--- config.mk ---
export PLATFORM = sky130hd
export DESIGN_NAME = live_status_regs
export DESIGN_NICKNAME = d
export VERILOG_FILES = /design/src/verilog/live_status_pkg.sv /design/src/verilog/status_sync.sv /design/src/verilog/status_event_bank.sv /design/src/verilog/live_status_regs.sv
export VERILOG_INCLUDE_DIRS = /design/src /design/src/verilog
export SDC_FILE = /design/constraint.sdc
export NUM_CORES = 1
export LEC_CHECK = 0
export ABC_AREA = 1
export BUFFER_PORTS_ARGS = -buffer_cell sky130_fd_sc_hd__buf_2
export CAP_MARGIN = 0
export CORE_ASPECT_RATIO = 1.25
export CORE_MARGIN = 2
export CORE_UTILIZATION = 35
export CTS_BUF_LIST = sky130_fd_sc_hd__clkbuf_16
export DETAILED_ROUTE_END_ITERATION = 12
export PLACE_DENSITY = 0.69
export SLEW_MARGIN = 20
export SYNTH_ARGS = -nofsm -noshare
export SYNTH_HDL_FRONTEND = slang
export SYNTH_SLANG_ARGS = --single-unit
--- constraint.sdc ---
create_clock -name clk_in -period 1.9 [get_ports clk_in]
set_input_delay 0.38 -clock clk_in [delete_from_list [all_inputs] [get_ports clk_in]]
set_output_delay 0.38 -clock clk_in [all_outputs]
set_load 0.03 [all_outputs]
--- src/verilog/live_status_params.svh ---
/*
  Offsets, field positions, reset values and counts of the live status bank.
  Assumes inclusion by bare name from every file that needs them.
*/
`ifndef LIVE_STATUS_PARAMS_SVH
`define LIVE_STATUS_PARAMS_SVH

// ****************************************
// Register indexes (byte address is four times the index)
// ****************************************
`define LS_IDX_GLOBAL 8'h25
`define LS_IDX_STEPDN 8'h26
`define LS_IDX_STEPUP 8'h27
`define LS_IDX_MONITOR 8'h28
`define LS_IDX_EVENT 8'h30
`define LS_IDX_MASK 8'h31
`define LS_ADDR_W 10
`define LS_REG_W 8
`define LS_STATUS_RST 8'h00
`define LS_EVENT_RST 4'h0
`define LS_MASK_RST 4'h0
`define LS_EVENT_BITS 4

// ****************************************
// Field positions
// ****************************************
`define LS_BIT_SYNC_BAD 3
`define LS_BIT_TSD 2
`define LS_BIT_TWARN 1
`define LS_BIT_OVP 0
`define LS_BIT_SD2_EN 7
`define LS_BIT_SD2_OK 6
`define LS_BIT_SD2_ILIM 4
`define LS_BIT_SD1_EN 3
`define LS_BIT_SD1_OK 2
`define LS_BIT_SD1_ILIM 0
`define LS_BIT_SU_EN 3
`define LS_BIT_SU_OK 2
`define LS_BIT_SU_ILIM 0
`define LS_BIT_MON2 4
`define LS_BIT_MON1 2
`define LS_BIT_ANA 0

// ****************************************
// Event bit positions and timing
// ****************************************
`define LS_EVT_GLOBAL 0
`define LS_EVT_STEPDN 1
`define LS_EVT_STEPUP 2
`define LS_EVT_MONITOR 3
`define LS_SYNC_STAGES 2
`define LS_PIN_COUNT 16

`endif

--- src/verilog/live_status_pkg.sv ---
/*
  Types shared by the live status bank.
  Assumes nothing beyond the params header.
*/
package live_status_pkg;

  typedef enum logic [2:0] {
    SEL_NONE = 3'b000,
    SEL_GLOBAL = 3'b001,
    SEL_STEPDN = 3'b010,
    SEL_STEPUP = 3'b011,
    SEL_MONITOR = 3'b100,
    SEL_EVENT = 3'b101,
    SEL_MASK = 3'b110
  } reg_sel_t;

  typedef enum logic {
    BUS_IDLE = 1'b0,
    BUS_ANSWER = 1'b1
  } bus_state_t;

endpackage : live_status_pkg

--- src/verilog/status_sync.sv ---
/*
  Two-stage synchroniser for a vector of asynchronous condition pins.
  Assumes each bit is a slow level; bits are not coherent with each other.
*/
`timescale 1ns/1ps

module status_sync #(
  parameter int WIDTH = 16
) (
  input wire logic clk_in,
  input wire logic rst_in,
  input wire logic ce_in,
  input wire logic [WIDTH-1:0] async_in,
  output logic [WIDTH-1:0] sync_out
);

  // ****************************************
  // One pair of flops per bit
  // ****************************************
  genvar g;
  generate
    for (g = 0; g < WIDTH; g++) begin : g_bit
      logic meta_q;
      logic safe_q;
      always_ff @(posedge clk_in) begin
        if (rst_in) begin
          meta_q <= 1'b0;
          safe_q <= 1'b0;
        end else if (ce_in) begin
          meta_q <= async_in[g];
          safe_q <= meta_q;
        end
      end
      assign sync_out[g] = safe_q;
    end
  endgenerate

endmodule : status_sync

--- src/verilog/status_event_bank.sv ---
/*
  Sticky event bits, write-one-to-clear, with mask and level interrupt.
  Assumes set and clear pulses come from logic on the same clock.
*/
`timescale 1ns/1ps
`include "live_status_params.svh"

module status_event_bank #(
  parameter int N = 4
) (
  input wire logic clk_in,
  input wire logic rst_in,
  input wire logic ce_in,
  input wire logic [N-1:0] set_in,
  input wire logic [N-1:0] clr_in,
  input wire logic mask_we_in,
  input wire logic [N-1:0] mask_in,
  output logic [N-1:0] status_out,
  output logic [N-1:0] mask_out,
  output logic irq_out
);

  logic [N-1:0] status_q;
  logic [N-1:0] status_d;
  logic [N-1:0] mask_q;
  logic [N-1:0] mask_d;
  logic irq_q;

  // Set beats clear so no event is lost
  assign status_d = (status_q & ~clr_in) | set_in;
  assign mask_d = mask_we_in ? mask_in : mask_q;

  always_ff @(posedge clk_in) begin
    if (rst_in) begin
      status_q <= N'(`LS_EVENT_RST);
    end else if (ce_in) begin
      status_q <= status_d;
    end
  end

  always_ff @(posedge clk_in) begin
    if (rst_in) begin
      mask_q <= N'(`LS_MASK_RST);
    end else if (ce_in) begin
      mask_q <= mask_d;
    end
  end

  always_ff @(posedge clk_in) begin
    if (rst_in) begin
      irq_q <= 1'b0;
    end else if (ce_in) begin
      irq_q <= |(status_d & mask_d);
    end
  end

  assign status_out = status_q;
  assign mask_out = mask_q;
  assign irq_out = irq_q;

endmodule : status_event_bank

--- src/verilog/live_status_regs.sv ---
/*
  Live condition status bank of a converter supervisor, Avalon-MM slave.
  Assumes condition pins are asynchronous levels and one 250 MHz clock.
*/
// The Avalon-MM interface to the registers was chosen for this implementation.
// Contract
// - Four read-only zero-reset registers at 25h-28h
// - Global bit 3 high when sync clock invalid
// - Global bit 2 high above shutdown temperature
// - Global bit 1 high above warning temperature
// - Global bit 0 high on input overvoltage
// - Step-down bit 7: second converter enabled
// - Step-down bit 6: second converter output valid
// - Good and limit bits follow live, unlatched
// - Step-down bit 4: second converter current limit
// - Step-down bit 3: first converter enabled
// - Step-down bit 2: first converter output valid
// - Step-down bit 0: first converter current limit
// - Step-up bit 3: converter enabled
// - Step-up bit 2: output valid
// - Step-up bit 0: current limit
// - Monitor bits 4,2,0 valid; others zero
`timescale 1ns/1ps
`include "live_status_params.svh"

module live_status_regs (
  input wire logic clk_in,
  input wire logic rst_in,
  input wire logic ce_in,
  input wire logic [`LS_ADDR_W-1:0] avs_address_in,
  input wire logic avs_read_in,
  input wire logic avs_write_in,
  input wire logic [31:0] avs_writedata_in,
  input wire logic [3:0] avs_byteenable_in,
  output logic [31:0] avs_readdata_out,
  output logic avs_waitrequest_out,
  input wire logic sync_clock_invalid_in,
  input wire logic thermal_shutdown_flag_in,
  input wire logic thermal_warning_flag_in,
  input wire logic input_overvoltage_flag_in,
  input wire logic second_stepdown_enabled_flag_in,
  input wire logic second_stepdown_output_ok_flag_in,
  input wire logic second_stepdown_current_limit_flag_in,
  input wire logic first_stepdown_enabled_flag_in,
  input wire logic first_stepdown_output_ok_flag_in,
  input wire logic first_stepdown_current_limit_flag_in,
  input wire logic stepup_enabled_flag_in,
  input wire logic stepup_output_ok_flag_in,
  input wire logic stepup_current_limit_flag_in,
  input wire logic second_monitor_ok_flag_in,
  input wire logic first_monitor_ok_flag_in,
  input wire logic analog_supply_ok_flag_in,
  output logic irq_out
);
  import live_status_pkg::*;

  // ****************************************
  // Declarations
  // ****************************************
  logic [`LS_PIN_COUNT-1:0] pins_raw;
  logic [`LS_PIN_COUNT-1:0] pins_sync;
  logic [`LS_REG_W-1:0] global_q;
  logic [`LS_REG_W-1:0] global_d;
  logic [`LS_REG_W-1:0] stepdn_q;
  logic [`LS_REG_W-1:0] stepdn_d;
  logic [`LS_REG_W-1:0] stepup_q;
  logic [`LS_REG_W-1:0] stepup_d;
  logic [`LS_REG_W-1:0] monitor_q;
  logic [`LS_REG_W-1:0] monitor_d;
  logic [`LS_EVENT_BITS-1:0] evt_set;
  logic [`LS_EVENT_BITS-1:0] evt_clr;
  logic [`LS_EVENT_BITS-1:0] evt_status;
  logic [`LS_EVENT_BITS-1:0] evt_mask;
  logic mask_we;
  bus_state_t bus_q;
  bus_state_t bus_d;
  logic [31:0] rdata_q;
  logic req;
  logic accept;
  reg_sel_t sel;

  // ****************************************
  // Address decode
  // ****************************************
  // Misaligned addresses decode as unmapped rather than aliasing
  function automatic reg_sel_t sel_of(input logic [`LS_ADDR_W-1:0] addr);
    logic [7:0] idx;
    idx = addr[`LS_ADDR_W-1:2];
    if (addr[1:0] != 2'b00) begin
      return SEL_NONE;
    end
    case (idx)
      `LS_IDX_GLOBAL: return SEL_GLOBAL;
      `LS_IDX_STEPDN: return SEL_STEPDN;
      `LS_IDX_STEPUP: return SEL_STEPUP;
      `LS_IDX_MONITOR: return SEL_MONITOR;
      `LS_IDX_EVENT: return SEL_EVENT;
      `LS_IDX_MASK: return SEL_MASK;
      default: return SEL_NONE;
    endcase
  endfunction : sel_of

  assign sel = sel_of(avs_address_in);

  // ****************************************
  // Pin synchronisers
  // ****************************************
  assign pins_raw = {
    sync_clock_invalid_in,
    thermal_shutdown_flag_in,
    thermal_warning_flag_in,
    input_overvoltage_flag_in,
    second_stepdown_enabled_flag_in,
    second_stepdown_output_ok_flag_in,
    second_stepdown_current_limit_flag_in,
    first_stepdown_enabled_flag_in,
    first_stepdown_output_ok_flag_in,
    first_stepdown_current_limit_flag_in,
    stepup_enabled_flag_in,
    stepup_output_ok_flag_in,
    stepup_current_limit_flag_in,
    second_monitor_ok_flag_in,
    first_monitor_ok_flag_in,
    analog_supply_ok_flag_in
  };

  status_sync #(
    .WIDTH(`LS_PIN_COUNT)
  ) u_sync (
    .clk_in(clk_in),
    .rst_in(rst_in),
    .ce_in(ce_in),
    .async_in(pins_raw),
    .sync_out(pins_sync)
  );

  // ****************************************
  // Live register images
  // ****************************************
  // Unused positions stay at the reset value, so reserved bits read zero
  always_comb begin
    global_d = `LS_STATUS_RST;
    global_d[`LS_BIT_SYNC_BAD] = pins_sync[15];
    global_d[`LS_BIT_TSD] = pins_sync[14];
    global_d[`LS_BIT_TWARN] = pins_sync[13];
    global_d[`LS_BIT_OVP] = pins_sync[12];
  end

  always_comb begin
    stepdn_d = `LS_STATUS_RST;
    stepdn_d[`LS_BIT_SD2_EN] = pins_sync[11];
    stepdn_d[`LS_BIT_SD2_OK] = pins_sync[10];
    stepdn_d[`LS_BIT_SD2_ILIM] = pins_sync[9];
    stepdn_d[`LS_BIT_SD1_EN] = pins_sync[8];
    stepdn_d[`LS_BIT_SD1_OK] = pins_sync[7];
    stepdn_d[`LS_BIT_SD1_ILIM] = pins_sync[6];
  end

  always_comb begin
    stepup_d = `LS_STATUS_RST;
    stepup_d[`LS_BIT_SU_EN] = pins_sync[5];
    stepup_d[`LS_BIT_SU_OK] = pins_sync[4];
    stepup_d[`LS_BIT_SU_ILIM] = pins_sync[3];
  end

  always_comb begin
    monitor_d = `LS_STATUS_RST;
    monitor_d[`LS_BIT_MON2] = pins_sync[2];
    monitor_d[`LS_BIT_MON1] = pins_sync[1];
    monitor_d[`LS_BIT_ANA] = pins_sync[0];
  end

  // Reloaded every enabled cycle, held only while enable is low: images track the detectors
  always_ff @(posedge clk_in) begin
    if (rst_in) begin
      global_q <= `LS_STATUS_RST;
      stepdn_q <= `LS_STATUS_RST;
      stepup_q <= `LS_STATUS_RST;
      monitor_q <= `LS_STATUS_RST;
    end else if (ce_in) begin
      global_q <= global_d;
      stepdn_q <= stepdn_d;
      stepup_q <= stepup_d;
      monitor_q <= monitor_d;
    end
  end

  // ****************************************
  // Change events and interrupt
  // ****************************************
  assign evt_set[`LS_EVT_GLOBAL] = global_d != global_q;
  assign evt_set[`LS_EVT_STEPDN] = stepdn_d != stepdn_q;
  assign evt_set[`LS_EVT_STEPUP] = stepup_d != stepup_q;
  assign evt_set[`LS_EVT_MONITOR] = monitor_d != monitor_q;

  assign evt_clr = (accept && avs_write_in && sel == SEL_EVENT && avs_byteenable_in[0]) ?
    avs_writedata_in[`LS_EVENT_BITS-1:0] : `LS_EVENT_RST;
  assign mask_we = accept && avs_write_in && sel == SEL_MASK && avs_byteenable_in[0];

  status_event_bank #(
    .N(`LS_EVENT_BITS)
  ) u_events (
    .clk_in(clk_in),
    .rst_in(rst_in),
    .ce_in(ce_in),
    .set_in(evt_set),
    .clr_in(evt_clr),
    .mask_we_in(mask_we),
    .mask_in(avs_writedata_in[`LS_EVENT_BITS-1:0]),
    .status_out(evt_status),
    .mask_out(evt_mask),
    .irq_out(irq_out)
  );

  // ****************************************
  // Avalon-MM slave: one wait state per access
  // ****************************************
  assign req = avs_read_in || avs_write_in;
  assign accept = req && bus_q == BUS_ANSWER;
  assign avs_waitrequest_out = req && bus_q != BUS_ANSWER;

  always_comb begin
    case (bus_q)
      BUS_IDLE: bus_d = req ? BUS_ANSWER : BUS_IDLE;
      BUS_ANSWER: bus_d = BUS_IDLE;
      default: bus_d = BUS_IDLE;
    endcase
  end

  always_ff @(posedge clk_in) begin
    if (rst_in) begin
      bus_q <= BUS_IDLE;
    end else if (ce_in) begin
      bus_q <= bus_d;
    end
  end

  // Data is caught in the wait state so it stands at the accept edge
  // Reading changes only the bus state and read data, not images, events or mask; status writes fall through
  always_ff @(posedge clk_in) begin
    if (rst_in) begin
      rdata_q <= 32'h0000_0000;
    end else if (ce_in && avs_read_in && bus_q == BUS_IDLE) begin
      case (sel)
        SEL_GLOBAL: rdata_q <= {24'h00_0000, global_q};
        SEL_STEPDN: rdata_q <= {24'h00_0000, stepdn_q};
        SEL_STEPUP: rdata_q <= {24'h00_0000, stepup_q};
        SEL_MONITOR: rdata_q <= {24'h00_0000, monitor_q};
        SEL_EVENT: rdata_q <= {28'h000_0000, evt_status};
        SEL_MASK: rdata_q <= {28'h000_0000, evt_mask};
        default: rdata_q <= 32'h0000_0000;
      endcase
    end
  end

  assign avs_readdata_out = rdata_q;

  // Counts consecutive enabled edges since reset or enable low, saturating at three
  logic [1:0] run_q;
  always_ff @(posedge clk_in) begin
    if (rst_in || !ce_in) begin
      run_q <= 2'd0;
    end else if (run_q != 2'd3) begin
      run_q <= run_q + 2'd1;
    end
  end
endmodule : live_status_regs

==> flow_metrics.env <==
export IMPL_max_freq_ghz=0.629
export IMPL_drt_initial_drc_count=148
export IMPL_grt_pass1_wl_um=12200
export IMPL_globalRouteOverflowTotal=0
export IMPL_crit_required_ns=2.11
export IMPL_place_congestion=0.869
export IMPL_clock_path_buffers=2
export IMPL_drv_slew=0
export IMPL_numCtsBuffers=9
export IMPL_synthDominantCellAreaShare_pct=40.3
export IMPL_h_tree_depth=3
export IMPL_ir_drop_v=0.000517
export IMPL_grt_pass1_vias=2720
export IMPL_rows=39
export IMPL_clk_latency_ns=0.33
export IMPL_worstSetupPathType="input port to flip-flop"
export IMPL_leakage_uw=0.00187
export IMPL_clk_pin_slew_ns=0.06
export IMPL_status="finished, final reports clean"
export IMPL_routed_wl_um=6960
export IMPL_post_cts_resize_count=0
export IMPL_routedWlPerCell_um=11.1
export IMPL_via_per_inst=4.55
export IMPL_die_w_um=89.9
export IMPL_power_density_nw_per_um2=959
export IMPL_antenna_left=0
export IMPL_synth_top_area_cell="dfxtp_1"
export IMPL_layoutNonFillerInstCount=628
export IMPL_n_antenna_cell=0
export IMPL_yosys_warnings=0
export IMPL_initial_core_util_pct=35.6
export IMPL_grt_start_max_net_pins=39
export IMPL_pre_cts_slack_ns=-0.00516
export IMPL_gr_usage_all_layers_pct=14.7
export IMPL_via_count=2858
export IMPL_fin_crit_sh_pct=83.7
export IMPL_arrival_ns=1.80
export IMPL_coreArea_um2=9080
export IMPL_ys_types=33
export IMPL_yosysSeqAreaShare_pct=40.3
export IMPL_drtPass1Iterations=4
export IMPL_drive_above_1_share_pct=21.0
export IMPL_final_min_clock_period_ns=1.59
export IMPL_dieArea_um2=10000
export IMPL_synth_cells=451
export IMPL_place_inst=612
export IMPL_final_cell_mix="nor2_1 (82), nand2_1 (67), dfxtp_1 (65)"
export IMPL_hold_viol_final=0
export IMPL_die_y_um=111
export IMPL_worst_slack_ns=0.309
export IMPL_cts_hold_buf=0
export IMPL_antenna_found_initial=0
export IMPL_syn_to_final_growth_pct=19.9
export IMPL_setup_violations=0
export IMPL_num_io_pins=101
export IMPL_synth_area_top_cells="dfxtp_1 (40%), o21ai_0 (9.8%), nor2_1 (9.5%)"
export IMPL_layout_nets=567
export IMPL_crit_path_end_kind="flip-flop"
export IMPL_hpwl_um=4970
export IMPL_clk_root_buffer_cell="clkbuf_16"
export IMPL_skew_ns=0.00658
export IMPL_drv_cap=0
export IMPL_final_common_cell="nor2_1"
export IMPL_critPathLaunchType="input port"
export IMPL_cts_tree="yes"
export IMPL_synth_seq_cells=65
export IMPL_syn_avg_cell_area_um2=7.15
export IMPL_portBuffers=44
export IMPL_drc_errors=0
export IMPL_synth_area_um2=3230
export IMPL_cp_max_fo=7
export IMPL_clkSinkCount=65
export IMPL_holdWs_ns=0.273
export IMPL_min_path_type="input port to flip-flop"
export IMPL_post_cts_buffers=0
export IMPL_rsz0062_at_grt="false"
layout make-up:
class / count / area (µm²)
Multi-Input combinational cell: 327 / 1600
Tap cell: 123 / 154
Clock inverter: 7 / 100
Inverter: 38 / 143
Fill cell: 950 / 5210
Sequential cell: 65 / 1300
Timing Repair Buffer: 59 / 345
Clock buffer: 9 / 225
layer usage:
metal | share of wire [%] | GRT usage [%]
met1 | 46 | 18.2
met2 | 47 | 24.2
met3 | 4.7 | 3.38
met4 | 1.8 | 6.87
met5 | 0 | 0
power breakdown:
part           internal (µW)  switching (µW)
Sequential              1450            57.1
Combinational            137             275
Clock                   1160             628
Total                   2750             960
cell families (layout without fill, tap and decap cells):
group,after synthesis,count (layout),share of synthesized area (%)
and+or+nand+nor,192,192,27.6
AOI/OAI and AO/OA,100,100,16.4
buffers and inverters,83,113,12.8
DFF,65,65,40.3
xor gates and xnor gates,10,10,2.71
other,1,25,0.116
state kept, by name (all words and copies together), names as in the netlist, 4 cells and up:
signal	flops
u_events.status_out	4
u_sync.g_bit.meta_q	16
avs_readdata_out	7
stepdn_q	6
u_sync.g_bit.safe_q	16
u_events.mask_out	4
global_q	4
stage by stage:
| stage | utilization, % | setup TNS, ns | power [µW] | cell area [µm²] |
|---|---|---|---|---|
| final | 42.6 | 0 | 3710 | 3870 |
| after global routing | 42.6 | 0 | 3880 | 3870 |
| after CTS | 42.6 | 0 | 3750 | 3870 |
| after detailed placement | 39.1 | -0.00516 | 1950 | 3540 |
| after global placement | 39.1 | 0 | 1930 | 3540 |
| after floorplan | - | 0 | 1870 | 3320 |
synth_stat cells:
| cell type | instances |
|---|---|
| a2111oi_0 | 1 |
| conb_1 | 1 |
| nor3_1 | 1 |
| buf_2 | 1 |
| buf_1 | 1 |
| nand3_2 | 2 |
| nor2_1 | 82 |
| xor2_1 | 10 |
| nor2_4 | 4 |
| nand4_1 | 7 |
| nand2_2 | 5 |
| nand2_4 | 3 |
| nor4_1 | 2 |
| buf_4 | 25 |
| nor2_2 | 3 |
| clkbuf_1 | 17 |
| o211ai_1 | 2 |
| or2_2 | 4 |
| and3_1 | 1 |
| a22o_1 | 1 |
| inv_1 | 35 |
| nand3_1 | 8 |
| buf_6 | 1 |
| nor3_4 | 1 |
| dfxtp_1 | 65 |
| inv_2 | 3 |
| nand3_4 | 2 |
| o21ai_2 | 3 |
| o21ai_1 | 2 |
| nand2_1 | 67 |
| a21oi_1 | 27 |
| o21ai_0 | 63 |
| a21oi_2 | 1 |
final timing paths:
path / start / end / slack (ns) / depth (start not counted)
worst max-delay path: avs_address_in[5] / u_events.irq_out$_SDFFE_PP0P_ / 0.31 / 15
worst min-delay path: stepup_output_ok_flag_in / u_sync.g_bit[4].meta_q$_SDFFE_PP0P_ / 0.27 / 3
worst max register to register: u_sync.g_bit[0].safe_q$_SDFFE_PP0P_ / u_events.irq_out$_SDFFE_PP0P_ / 0.36 / 9
worst min register to register: avs_readdata_out[2]$_SDFFE_PP0P_ / avs_readdata_out[2]$_SDFFE_PP0P_ / 0.46 / 2
critical path, cell delays in order:
cell and delay, ns:
buf_2 0.10, inv_1 0.06, nand2_1 0.09, nor2_1 0.13
nand2_2 0.10, nand3_2 0.11, nand2_4 0.09, nor2_4 0.21
nand4_1 0.12, nand2_1 0.08, nand2_1 0.06, nand2_1 0.09
nand2_1 0.05, nor2_1 0.08, nor2_1 0.04
(Power assumes the default switching activity.)
